File: src/include/aww_defines.svh
`ifndef AWW_DEFINES_SVH
`define AWW_DEFINES_SVH

// System clock rate and slow oscillator rate.
`define AWW_CLK_MHZ 250
`define AWW_SLOW_HZ 32768

// Register byte offsets.
`define AWW_ADDR_CTRL 8'h00
`define AWW_ADDR_LOAD 8'h04
`define AWW_ADDR_WINDOW 8'h08
`define AWW_ADDR_SERVICE 8'h0C
`define AWW_ADDR_COUNT 8'h10
`define AWW_ADDR_RST_STAT 8'h14
`define AWW_ADDR_IRQ_STAT 8'h18
`define AWW_ADDR_IRQ_MASK 8'h1C

// Control field positions.
`define AWW_CTRL_WDT_EN 0
`define AWW_CTRL_WAKE_EN 1
`define AWW_CTRL_SEL_LO 2
`define AWW_CTRL_SEL_HI 4

// Interrupt status bit positions.
`define AWW_IRQ_WAKE 0
`define AWW_IRQ_WINDOW 1

// Reset values.
`define AWW_CTRL_RST 5'h00
`define AWW_LOAD_RST 16'h8000
`define AWW_WINDOW_RST 16'hFFFF

// Bus responses.
`define AWW_RESP_OKAY 2'h0
`define AWW_RESP_SLVERR 2'h2

// Reset pulse length, as a time and as system clock cycles.
`define AWW_RST_PULSE_NS 1000
`define AWW_RST_PULSE_CYC ((`AWW_RST_PULSE_NS * `AWW_CLK_MHZ) / 1000)

// Shortest wake-up period, as a time and as slow ticks.
`define AWW_WAKE_BASE_MS 125
`define AWW_WAKE_BASE_TICKS ((`AWW_WAKE_BASE_MS * `AWW_SLOW_HZ) / 1000)
`define AWW_WAKE_SEL_MAX 3'h6

`endif

File: src/include/aww_pkg.sv
package aww_pkg;

  // Watchdog sequencer states.
  typedef enum logic [1:0] {
    wd_off,
    wd_run,
    wd_rst
  } aww_wd_state_t;

endpackage : aww_pkg

File: src/verilog/aww_windowed_watchdog.sv
// Implementation choices: the AXI4-Lite slave port and the address map.
`include "aww_defines.svh"

// Overview of operation
// - A missed service lets the counter run out and resets the device.
// - The wake-up timer pulses every 125 ms to 8 s, chosen by a selector.
// - The watchdog counts only ticks of the 32 kHz oscillator.
// - A watchdog reset sets a cause flag in the reset status register.
// - A watchdog reset clears some bits and keeps others, bit by bit.
// - The watchdog reset drives both the processor and front-end resets.
// - A service that arrives before the window opens causes a reset.
module aww_windowed_watchdog (
  // Clock and reset.
  input wire logic clk_sys_i,
  input wire logic rst_n_i,
  // AXI4-Lite write channels.
  input wire logic [7:0] s_axi_awaddr_i,
  input wire logic s_axi_awvalid_i,
  output logic s_axi_awready_o,
  input wire logic [31:0] s_axi_wdata_i,
  input wire logic [3:0] s_axi_wstrb_i,
  input wire logic s_axi_wvalid_i,
  output logic s_axi_wready_o,
  output logic [1:0] s_axi_bresp_o,
  output logic s_axi_bvalid_o,
  input wire logic s_axi_bready_i,
  // AXI4-Lite read channels.
  input wire logic [7:0] s_axi_araddr_i,
  input wire logic s_axi_arvalid_i,
  output logic s_axi_arready_o,
  output logic [31:0] s_axi_rdata_o,
  output logic [1:0] s_axi_rresp_o,
  output logic s_axi_rvalid_o,
  input wire logic s_axi_rready_i,
  // Slow oscillator pin.
  input wire logic osc32k_i,
  // Reset, wake-up and interrupt outputs.
  output logic cpu_reset_o,
  output logic afe_reset_o,
  output logic wake_o,
  output logic irq_o
);

  ////////////////////////////////////////////////////////////////////////////
  // Functions.

  // Merges write data into a register under the byte strobes.
  function automatic logic [31:0] aww_merge(input logic [31:0] old,
                                            input logic [31:0] data,
                                            input logic [3:0] strb);
    logic [31:0] r;
    r = old;
    for (int i = 0; i < 4; i++) begin
      if (strb[i]) begin
        r[8*i +: 8] = data[8*i +: 8];
      end
    end
    aww_merge = r;
  endfunction : aww_merge

  // Tells whether a byte address holds a register.
  function automatic logic aww_mapped(input logic [7:0] a);
    aww_mapped = (a == `AWW_ADDR_CTRL) || (a == `AWW_ADDR_LOAD) ||
                 (a == `AWW_ADDR_WINDOW) || (a == `AWW_ADDR_SERVICE) ||
                 (a == `AWW_ADDR_COUNT) || (a == `AWW_ADDR_RST_STAT) ||
                 (a == `AWW_ADDR_IRQ_STAT) || (a == `AWW_ADDR_IRQ_MASK);
  endfunction : aww_mapped

  // Turns the period selector into slow ticks, doubling per step.
  function automatic logic [18:0] aww_wake_ticks(input logic [2:0] sel);
    logic [2:0] s;
    s = (sel > `AWW_WAKE_SEL_MAX) ? `AWW_WAKE_SEL_MAX : sel;
    aww_wake_ticks = 19'(`AWW_WAKE_BASE_TICKS) << s;
  endfunction : aww_wake_ticks

  ////////////////////////////////////////////////////////////////////////////
  // Slow oscillator synchroniser and tick detector.

  logic osc_s1;
  logic osc_s2;
  logic osc_s3;
  logic tick;

  // Two stages catch the pin, a third marks the rising edge.
  always_ff @(posedge clk_sys_i or negedge rst_n_i) begin
    if (!rst_n_i) begin
      osc_s1 <= 1'b0;
      osc_s2 <= 1'b0;
      osc_s3 <= 1'b0;
    end else begin
      osc_s1 <= osc32k_i;
      osc_s2 <= osc_s1;
      osc_s3 <= osc_s2;
    end
  end

  // Only this tick advances the watchdog and wake-up counters, never the system clock.
  assign tick = osc_s2 & ~osc_s3;

  ////////////////////////////////////////////////////////////////////////////
  // AXI4-Lite slave.

  logic aw_held, next_aw_held;
  logic [7:0] aw_addr, next_aw_addr;
  logic w_held, next_w_held;
  logic [31:0] w_data, next_w_data;
  logic [3:0] w_strb, next_w_strb;
  logic bvalid, next_bvalid;
  logic [1:0] bresp, next_bresp;
  logic rvalid, next_rvalid;
  logic [31:0] rdata, next_rdata;
  logic [1:0] rresp, next_rresp;
  logic wr_go;

  // Every control reaches the block only through this slave.
  assign wr_go = aw_held & w_held & ~bvalid;
  assign s_axi_awready_o = ~aw_held;
  assign s_axi_wready_o = ~w_held;
  assign s_axi_arready_o = ~rvalid;
  assign s_axi_bvalid_o = bvalid;
  assign s_axi_bresp_o = bresp;
  assign s_axi_rvalid_o = rvalid;
  assign s_axi_rdata_o = rdata;
  assign s_axi_rresp_o = rresp;

  // Register file contents, declared here for the read mux.
  logic [4:0] ctrl, next_ctrl;
  logic [15:0] load, next_load;
  logic [15:0] window, next_window;
  logic rst_cause, next_rst_cause;
  logic [1:0] irq_stat, next_irq_stat;
  logic [1:0] irq_mask, next_irq_mask;
  logic [15:0] watchdog_down_counter, next_counter;

  // Address and data are caught in either order, then written together.
  always_comb begin
    next_aw_held = aw_held;
    next_aw_addr = aw_addr;
    next_w_held = w_held;
    next_w_data = w_data;
    next_w_strb = w_strb;
    next_bvalid = bvalid;
    next_bresp = bresp;
    next_rvalid = rvalid;
    next_rdata = rdata;
    next_rresp = rresp;
    if (s_axi_awvalid_i && !aw_held) begin
      next_aw_held = 1'b1;
      next_aw_addr = s_axi_awaddr_i;
    end
    if (s_axi_wvalid_i && !w_held) begin
      next_w_held = 1'b1;
      next_w_data = s_axi_wdata_i;
      next_w_strb = s_axi_wstrb_i;
    end
    if (bvalid && s_axi_bready_i) begin
      next_bvalid = 1'b0;
    end
    if (wr_go) begin
      next_aw_held = 1'b0;
      next_w_held = 1'b0;
      next_bvalid = 1'b1;
      next_bresp = aww_mapped(aw_addr) ? `AWW_RESP_OKAY : `AWW_RESP_SLVERR;
    end
    if (rvalid && s_axi_rready_i) begin
      next_rvalid = 1'b0;
    end
    if (s_axi_arvalid_i && !rvalid) begin
      next_rvalid = 1'b1;
      next_rresp = aww_mapped(s_axi_araddr_i) ? `AWW_RESP_OKAY :
                   `AWW_RESP_SLVERR;
      case (s_axi_araddr_i)
        `AWW_ADDR_CTRL: next_rdata = {27'h000_0000, ctrl};
        `AWW_ADDR_LOAD: next_rdata = {16'h0000, load};
        `AWW_ADDR_WINDOW: next_rdata = {16'h0000, window};
        `AWW_ADDR_COUNT: next_rdata = {16'h0000, watchdog_down_counter};
        `AWW_ADDR_RST_STAT: next_rdata = {31'h0000_0000, rst_cause};
        `AWW_ADDR_IRQ_STAT: next_rdata = {30'h0000_0000, irq_stat};
        `AWW_ADDR_IRQ_MASK: next_rdata = {30'h0000_0000, irq_mask};
        default: next_rdata = 32'h0000_0000;
      endcase
    end
  end

  // Registers the bus channel state.
  always_ff @(posedge clk_sys_i or negedge rst_n_i) begin
    if (!rst_n_i) begin
      aw_held <= 1'b0;
      aw_addr <= 8'h00;
      w_held <= 1'b0;
      w_data <= 32'h0000_0000;
      w_strb <= 4'h0;
      bvalid <= 1'b0;
      bresp <= `AWW_RESP_OKAY;
      rvalid <= 1'b0;
      rdata <= 32'h0000_0000;
      rresp <= `AWW_RESP_OKAY;
    end else begin
      aw_held <= next_aw_held;
      aw_addr <= next_aw_addr;
      w_held <= next_w_held;
      w_data <= next_w_data;
      w_strb <= next_w_strb;
      bvalid <= next_bvalid;
      bresp <= next_bresp;
      rvalid <= next_rvalid;
      rdata <= next_rdata;
      rresp <= next_rresp;
    end
  end

  ////////////////////////////////////////////////////////////////////////////
  // Windowed watchdog sequencer.

  aww_pkg::aww_wd_state_t state, next_state;
  logic [8:0] pulse_cnt, next_pulse_cnt;
  logic rst_q, next_rst_q;
  logic svc;
  logic wd_fire;
  logic win_evt;
  logic [15:0] cnt_dec;

  assign svc = wr_go && (aw_addr == `AWW_ADDR_SERVICE);
  assign cnt_dec = watchdog_down_counter - 16'h0001;

  // Counts ticks down, checks the window on service, issues the reset.
  always_comb begin
    next_state = state;
    next_counter = watchdog_down_counter;
    next_pulse_cnt = pulse_cnt;
    wd_fire = 1'b0;
    win_evt = 1'b0;
    case (state)
      aww_pkg::wd_off: begin
        if (ctrl[`AWW_CTRL_WDT_EN]) begin
          next_state = aww_pkg::wd_run;
          next_counter = load;
        end
      end
      aww_pkg::wd_run: begin
        if (!ctrl[`AWW_CTRL_WDT_EN]) begin
          next_state = aww_pkg::wd_off;
        end else if (svc) begin
          if (watchdog_down_counter > window) begin
            wd_fire = 1'b1;
          end else begin
            next_counter = load;
          end
        end else if (tick) begin
          if (watchdog_down_counter <= 16'h0001) begin
            wd_fire = 1'b1;
          end else begin
            next_counter = cnt_dec;
            win_evt = (cnt_dec == window);
          end
        end
        if (wd_fire) begin
          next_state = aww_pkg::wd_rst;
          next_pulse_cnt = 9'(`AWW_RST_PULSE_CYC - 1);
          next_counter = load;
        end
      end
      aww_pkg::wd_rst: begin
        if (pulse_cnt == 9'h000) begin
          next_state = aww_pkg::wd_off;
        end else begin
          next_pulse_cnt = pulse_cnt - 9'h001;
        end
      end
      default: next_state = aww_pkg::wd_off;
    endcase
    next_rst_q = (next_state == aww_pkg::wd_rst);
  end

  // Registers the sequencer.
  always_ff @(posedge clk_sys_i or negedge rst_n_i) begin
    if (!rst_n_i) begin
      state <= aww_pkg::wd_off;
      watchdog_down_counter <= `AWW_LOAD_RST;
      pulse_cnt <= 9'h000;
      rst_q <= 1'b0;
    end else begin
      state <= next_state;
      watchdog_down_counter <= next_counter;
      pulse_cnt <= next_pulse_cnt;
      rst_q <= next_rst_q;
    end
  end

  // One flop drives both reset domains so they act as one.
  assign cpu_reset_o = rst_q;
  assign afe_reset_o = rst_q;

  ////////////////////////////////////////////////////////////////////////////
  // Wake-up timer.

  logic [18:0] wake_cnt, next_wake_cnt;
  logic wake_q, next_wake_q;
  logic [18:0] wake_period;

  assign wake_period = aww_wake_ticks(ctrl[`AWW_CTRL_SEL_HI:`AWW_CTRL_SEL_LO]);

  // Counts slow ticks and pulses once per selected period.
  always_comb begin
    next_wake_cnt = wake_cnt;
    next_wake_q = 1'b0;
    if (!ctrl[`AWW_CTRL_WAKE_EN]) begin
      next_wake_cnt = wake_period - 19'h0_0001;
    end else if (tick) begin
      if (wake_cnt == 19'h0_0000) begin
        next_wake_q = 1'b1;
        next_wake_cnt = wake_period - 19'h0_0001;
      end else begin
        next_wake_cnt = wake_cnt - 19'h0_0001;
      end
    end
  end

  // Registers the wake-up timer.
  always_ff @(posedge clk_sys_i or negedge rst_n_i) begin
    if (!rst_n_i) begin
      wake_cnt <= 19'h0_0000;
      wake_q <= 1'b0;
    end else begin
      wake_cnt <= next_wake_cnt;
      wake_q <= next_wake_q;
    end
  end

  assign wake_o = wake_q;

  ////////////////////////////////////////////////////////////////////////////
  // Register file and interrupt.

  logic irq_q, next_irq_q;
  logic [31:0] wmerged;
  logic [31:0] m_ctrl;
  logic [31:0] m_load;
  logic [31:0] m_window;
  logic [31:0] m_mask;

  assign wmerged = aww_merge(32'h0000_0000, w_data, w_strb);

  // Each writable register merged with the strobed write data.
  assign m_ctrl = aww_merge({27'h000_0000, ctrl}, w_data, w_strb);
  assign m_load = aww_merge({16'h0000, load}, w_data, w_strb);
  assign m_window = aww_merge({16'h0000, window}, w_data, w_strb);
  assign m_mask = aww_merge({30'h0000_0000, irq_mask}, w_data, w_strb);

  // Applies writes, sticky events and the watchdog reset effects.
  always_comb begin
    next_ctrl = ctrl;
    next_load = load;
    next_window = window;
    next_irq_mask = irq_mask;
    next_rst_cause = rst_cause;
    next_irq_stat = irq_stat;
    if (wr_go) begin
      case (aw_addr)
        `AWW_ADDR_CTRL: next_ctrl = m_ctrl[4:0];
        `AWW_ADDR_LOAD: next_load = m_load[15:0];
        `AWW_ADDR_WINDOW: next_window = m_window[15:0];
        `AWW_ADDR_IRQ_MASK: next_irq_mask = m_mask[1:0];
        `AWW_ADDR_RST_STAT:
          next_rst_cause = rst_cause & ~wmerged[0];
        `AWW_ADDR_IRQ_STAT:
          next_irq_stat = irq_stat & ~wmerged[1:0];
        default: next_ctrl = ctrl;
      endcase
    end
    // Events set after the clear, so a set in the same cycle wins.
    next_irq_stat[`AWW_IRQ_WAKE] = next_irq_stat[`AWW_IRQ_WAKE] | next_wake_q;
    next_irq_stat[`AWW_IRQ_WINDOW] = next_irq_stat[`AWW_IRQ_WINDOW] | win_evt;
    if (wd_fire) begin
      next_ctrl[`AWW_CTRL_WAKE_EN] = 1'b0;
      next_irq_mask = 2'h0;
      next_irq_stat = 2'h0;
      next_rst_cause = 1'b1;
    end
    next_irq_q = |(next_irq_stat & next_irq_mask);
  end

  // Registers the register file; limits, watchdog enable and cause survive.
  always_ff @(posedge clk_sys_i or negedge rst_n_i) begin
    if (!rst_n_i) begin
      ctrl <= `AWW_CTRL_RST;
      load <= `AWW_LOAD_RST;
      window <= `AWW_WINDOW_RST;
      irq_mask <= 2'h0;
      rst_cause <= 1'b0;
      irq_stat <= 2'h0;
      irq_q <= 1'b0;
    end else begin
      ctrl <= next_ctrl;
      load <= next_load;
      window <= next_window;
      irq_mask <= next_irq_mask;
      rst_cause <= next_rst_cause;
      irq_stat <= next_irq_stat;
      irq_q <= next_irq_q;
    end
  end

  assign irq_o = irq_q;

  logic run_en;
  assign run_en = (state == aww_pkg::wd_run) && ctrl[`AWW_CTRL_WDT_EN];
endmodule : aww_windowed_watchdog

File: config.mk
export PLATFORM = sky130hd
export DESIGN_NAME = aww_windowed_watchdog
export DESIGN_NICKNAME = d
export VERILOG_FILES = /design/src/include/aww_pkg.sv /design/src/verilog/aww_windowed_watchdog.sv
export VERILOG_INCLUDE_DIRS = /design/src /design/src/include
export SDC_FILE = /design/constraint.sdc
export NUM_CORES = 1
export LEC_CHECK = 0
export ABC_AREA = 1
export ABC_CLOCK_PERIOD_IN_PS = 2100
export BUFFER_PORTS_ARGS = -buffer_cell sky130_fd_sc_hd__clkbuf_2
export CORE_UTILIZATION = 50
export CTS_BUF_LIST = sky130_fd_sc_hd__clkbuf_4 sky130_fd_sc_hd__clkbuf_8
export DETAILED_ROUTE_END_ITERATION = 12
export HOLD_SLACK_MARGIN = 0.02
export PLACE_DENSITY = 0.73
export SLEW_MARGIN = 10
export SYNTH_ARGS = -nofsm -noshare
export SYNTH_HDL_FRONTEND = slang
export SYNTH_SLANG_ARGS = --single-unit
File: constraint.sdc
create_clock -name clk_sys_i -period 2.1 [get_ports clk_sys_i]
set_input_delay 0.105 -clock clk_sys_i [delete_from_list [all_inputs] [get_ports clk_sys_i]]
set_output_delay 0.105 -clock clk_sys_i [all_outputs]
set_load 0.03 [all_outputs]
=== Word-level counts from Yosys, hierarchy flattened ===
Index checks and enable logic that the tools add are counted.
Widths: inputs -> output; s select.

* Bits in registers: 160
* Input bits: 60
* Output and inout bits: 45
* Logic and storage cells: 187

* Add/sub/neg operators: 4
* Magnitude comparators: 3
* Equality and inequality tests: 26
* Shift operators: 1
* Multiplexer cells: 61
* Bitwise gates (word level): 15
* Reduce and logical (&&, ||, !) cells: 48

{| class="wikitable"
|+ Operator list
! kind !! count
|-
| $mux 16 || 7
|-
| $pmux 16 s7 || 1
|-
| $eq 8x5->1 const B || 8
|-
| $mux 19 || 3
|-
| $sub 19x1->19 const B || 2
|-
| $mux 2 || 17
|-
| $eq 8x4->1 const B || 4
|-
| $pmux 16 s2 || 1
|-
| $mux 1 || 27
|-
| $reduce_and 3->1 || 7
|-
| $reduce_bool 2->1 || 10
|-
| $logic_not 19->1 || 1
|-
| $shl 13x3->19 const A || 1
|-
| $mux 9 || 2
|-
| $pmux 9 s2 || 1
|-
| $eq 16x16->1 || 1
|-
| $eq 8x3->1 const B || 2
|-
| $gt 16x16->1 || 1
|-
| $le 16x1->1 const B || 1
|-
| $logic_not 8->1 || 2
|-
| $sub 16x1->16 const B || 1
|-
| $logic_or 1x1->1 || 14
|-
| $ne 4x3->1 const B || 3
|-
| $logic_not 9->1 || 1
|-
| other kinds (20) || 40
|}

=== Longest topological paths before layout ===
* Depth after elaboration: 11
* Mapped depth: 20

=== Worst setup path after synthesis ===
OpenSTA, ideal clock, no wires.

* Path type: flip-flop to flip-flop
* Start: reg window[7]
* End: reg watchdog_down_counter[10]
* Library setup time: 0.117 ns
* Data arrival time: 2.011 ns
* Slack: -0.027 ns
* Cell stages (with the launch flop): 17
* Buffers on the path: 1
* Clock period less this slack: 2.127 ns
* Path through: dfstp_2 inv_1 ha_1 a21o_1 nor2_1 nand2_1 nand2_1 nand2_1 nand2_1 nand2_1 nand2_4 nand3_2 nand2_4 inv_6 buf_12 nand3_2 nand2_1

* Longest elaborated chain between the ends: 7
* Elaborated cells on any way between the ends: 12

{| class="wikitable"
|+ RTL lines
! item !! line !! source
|-
| from (decl) || aww_windowed_watchdog.sv:129 || <nowiki>logic [15:0] window, next_window;</nowiki>
|-
| from (signal assigned) || aww_windowed_watchdog.sv:388 || <nowiki>window <= `AWW_WINDOW_RST;</nowiki>
|-
| from (signal assigned) || aww_windowed_watchdog.sv:396 || <nowiki>window <= next_window;</nowiki>
|-
| $gt 16x16->1 * || aww_windowed_watchdog.sv:244 || <nowiki>if (watchdog_down_counter > window) begin</nowiki>
|-
| $mux 1 || aww_windowed_watchdog.sv:244 ||
|-
| $mux 1 || aww_windowed_watchdog.sv:243 || <nowiki>end else if (svc) begin</nowiki>
|-
| $mux 1 || aww_windowed_watchdog.sv:241 || <nowiki>if (!ctrl[`AWW_CTRL_WDT_EN]) begin</nowiki>
|-
| $mux 1 || aww_windowed_watchdog.sv:233 || <nowiki>case (state)</nowiki>
|-
| $ne 4x3->1 (no source line), or another cell as far along || n/a ||
|-
| $reduce_and 6->1 (no source line) or $pmux 16 s2 (tied branches) || n/a ||
|-
| to (signal assigned) || aww_windowed_watchdog.sv:279 || <nowiki>watchdog_down_counter <= `AWW_LOAD_RST;</nowiki>
|-
| to (signal assigned) || aww_windowed_watchdog.sv:284 || <nowiki>watchdog_down_counter <= next_counter;</nowiki>
|-
| to (decl) || aww_windowed_watchdog.sv:133 || <nowiki>logic [15:0] watchdog_down_counter, next_counter;</nowiki>
|}

Every way passes the cells marked *; elsewhere a longest branch is shown, timed or not. The select of a mux whose other input is x is not followed.
A chain may end at the register's enable or synchronous reset.

=== Worst setup path after layout ===
* Start: reg window[11]
* End: reg watchdog_down_counter[8]

The elaborated chain is that of the path after synthesis.

==> results by group <==
Clock network
  • Clock Sink Count: 142
  • Skew-Pair Late Insertion Delay: 460 ps
  • Htree depth: 4
  • CTS Buf Count: 17
  • Clock Tree Root: clkbuf_8
  • Max Root-Sink Buffers: 2
  • CTS tree: built
  • Clock-pin slew on the worst setup and hold paths: 80 ps

Yosys
  • Synth Register Bits: 142
  • FFs w/ async S/R, synth: 100%
  • Post-synth top flop: dfrtp_1
  • Synth Area per Inst: 7.53 sq um
  • Total of warnings raised by yosys: 0
  • Yosys cell types: 50
  • Cell Area, Synth: 0.00822 sq mm
  • Syn Inst Count: 1091
  • Post-synth EDFFs: 0
  • Sequential area share after synthesis: 43.5%

Timing
  • RSZ-0062 raised after global routing: yes
  • Final period utilization: 107%
  • Total negative slack: -2960 ps
  • Relative slew slack: 54.6%
  • Clock skew: 18.4 ps
  • Worst-margin pin slew: 674 ps
  • Hold violation total from the final report: 0
  • Post-route minimum period: 2250 ps
  • PnR worst setup slack: -154 ps
  • Fmax: 0.444 GHz
  • Final Max Slew Viols: 0
  • Setup Viol. Count Final: 29

Worst setup path
  • R2R depth: 16
  • CP max stage delay: 540 ps
  • Crit-path slowest cell: dfstp_2
  • Crit path max fanout: 5
  • CP Class: register to register
  • Crit path DAT: 2610 ps
  • Crit path cell chain: inv_2 -> ha_4 -> nand2_2 -> nor2_2 -> nand2_2 -> inv_2 -> nand2_1 -> nand2_2 -> nand2_2 -> nand2_2 -> nand2_4 -> nand3_4 -> nand2_8 -> buf_16 -> nand2_2 -> nand2_1
  • Reg-to-reg startpoint: window[11]$_DFFE_PN1P_
  • Data required, critical path: 2450 ps
  • CP Launch Type: register
  • End of the worst register-to-register path: watchdog_down_counter[8]$_DFFE_PN0P_
  • Most used cell, CP: nand2_2
  • Critical path endpoint category: register
  • Reg2Reg Setup Slack: -150 ps

Finish
  • Commonest non-fill, non-tap cells in the layout: 251 x nand2_1, 126 x inv_1, 122 x dfrtp_1, 107 x buf_4, 91 x nor2_1
  • Post-layout util: 68.5%
  • Ratio of cells with drive above 1 in the final layout: 29.6%
  • Area growth, synth to finish: 32.9%
  • Commonest non-fill, non-tap cell in the layout: nand2_1
  • # diodes: 0
  • Final cell count without fillers: 1526
  • Nets: 1381
  • Filler cell count: 1279

GRT
  • Vias in the first global route: 7171
  • Initial antenna violation count: 0
  • Grt total ovfl: 0
  • Largest net degree at the start of global routing: 64
  • First-pass GRT wire length: 35900 um
  • Total GRT Usage: 27.7%

Hold path
  • Hold WC Path Type: primary input to register
  • Hold path endpoint: s_axi_rvalid_o$_DFFE_PN0P_
  • Cell depth of the worst hold path: 3
  • Hold wc startpoint: s_axi_arvalid_i

Die
  • Die W: 130 um
  • Die H: 130 um
  • Core footprint: 0.0159 sq mm
  • Die Area: 0.0170 sq mm
  • I/O pin cnt: 105
  • Standard-cell rows: 46
  • Starting Density: 51.5%

Detailed routing
  • DRC errors left: 0
  • Total routed wirelength: 22800 um
  • Vias per cell: 5.22
  • Pre-Repair DR Iteration Count: 6
  • Routed vias: 7968
  • WL/cell: 15.0 um
  • Remaining antenna violation count: 0
  • Initial DRC Count: 722

Pwr
  • Switching Power: 8.87 mW
  • Share of power burned in registers: 20.9%
  • Worst vdd ir: 0.906 mV
  • Internal: 10.3 mW
  • Comb power frac: 65.9%
  • Clock network fraction of total power: 13.2%
  • Lkg Pwr: 5.34 nW
  • Power Total: 19.1 mW
  • Sw Share: 46.3%
  • Cell area power density: 1750 mW/mm^2

Placement
  • IO Port Bufs: 68
  • Post-detail-place hpwl: 16300 um
  • Cell count after placement: 1455
  • GPL Wtd Cong: 0.893

Status
  • Failing checks: setup timing
  • Outcome: finished with violations

Job
  • Max Cap Viol: 0
synthesized netlist by cell type (17+ instances only):
cell type,number,area [sq um]
o22ai_1,17,106
ha_1,24,300
nand3_1,62,310
dfrtp_1,124,3100
nand2_1,297,1110
nand4_1,23,144
nor2_1,106,398
buf_4,21,158
clkbuf_1,18,67.6
inv_1,145,544
a21oi_1,44,220
o21ai_0,81,405
dfstp_2,18,473
power groups by stage:
stage / clock network (mW) / registers (mW) / logic (mW)
floorplan: 0 / 3.96 / 6.27
global placement: 0 / 3.91 / 10.2
detailed placement: 0 / 3.94 / 10.4
CTS: 2.57 / 3.95 / 11.4
global route: 2.70 / 4.08 / 13.9
finish: 2.53 / 4.00 / 12.6
what timing repair did:
item                                   in CTS  in global routing
setup endpoints to repair                  33                 38
hold buffers                               30                  0
setup buffers                               5                  2
endpoints found under the hold margin      77                  0
gates resized for setup                    81                 69
pin swaps                                  30                 15
cloned                                      2                  1
layer usage:
metal	part of all wire [%]	global-route usage, %
met1	47	40.0
met2	44	41.0
met3	7.7	5.54
met4	1.9	9.92
met5	0	0
flip-flops by register name, indices dropped and copies added, names as in the netlist, 2 cells and up:
register and flops:
load 16, wake_cnt 19, s_axi_rdata_o 16, w_strb 2, state 2, pulse_cnt 9
watchdog_down_counter 16, w_data 16, ctrl 5, window 16, aw_addr 8, irq_mask 2
irq_stat 2
cell families after synthesis:
logic type               count (synthesis)  share of synthesized area [%]
buffers and inverters                  196                           10.3
adder cells (fa/ha/maj)                 24                           3.65
flip-flops                             142                           43.5
XOR/XNOR                                17                           1.98
other                                    1                         0.0456
multiplexers                             6                          0.822
AO/OA/AOI/OAI                          168                           11.2
AND/OR/NAND/NOR                        537                           28.5
worst max-delay path, delay by kind of cell (launching register included):
kind                     cells  cell delay [ps]
buffers and inverters        3              330
adder cells (fa/ha/maj)      1              270
AND/OR/NAND/NOR             12             1010
flip-flops                   1              540
through the flow:
stage / hold slack [ps] / setup slack [ps] / area [sq um]
floorplan: -191 / 3.88 / 8300
global placement: 131 / -97.1 / 9500
detailed placement: 130 / -151 / 9500
CTS: 21.9 / -54.4 / 10700
global route: 37.0 / -300 / 10900
finish: 8.70 / -154 / 10900
cell type report:
cell class	count	area (sq um)	share of cell area [%]
multi-input cells	770	4390	40.2
flip-flops and latches	142	3580	32.8
inverters	149	569	5.21
repair inverters	1	11.3	0.103
clock buffers	23	310	2.84
repair buffers	216	1640	15.0
well taps	216	270	2.47
clock inverters	9	155	1.42
worst max-delay path by stage:
stage / start / to / slack (ps) / depth (start not counted)
2_1_floorplan: window[9]$_DFFE_PN1P_ / watchdog_down_counter[10]$_DFFE_PN0P_ / 4 / 17
3_3_place_gp: window[9]$_DFFE_PN1P_ / watchdog_down_counter[10]$_DFFE_PN0P_ / -100 / 15
3_5_place_dp: window[11]$_DFFE_PN1P_ / watchdog_down_counter[5]$_DFFE_PN0P_ / -150 / 13
4_1_cts: window[11]$_DFFE_PN1P_ / watchdog_down_counter[5]$_DFFE_PN0P_ / -50 / 16
5_1_grt: window[1]$_DFFE_PN1P_ / watchdog_down_counter[4]$_DFFE_PN0P_ / -300 / 18
6_report: window[11]$_DFFE_PN1P_ / watchdog_down_counter[8]$_DFFE_PN0P_ / -150 / 16
Note: power is estimated with default switching activity, not from simulation.
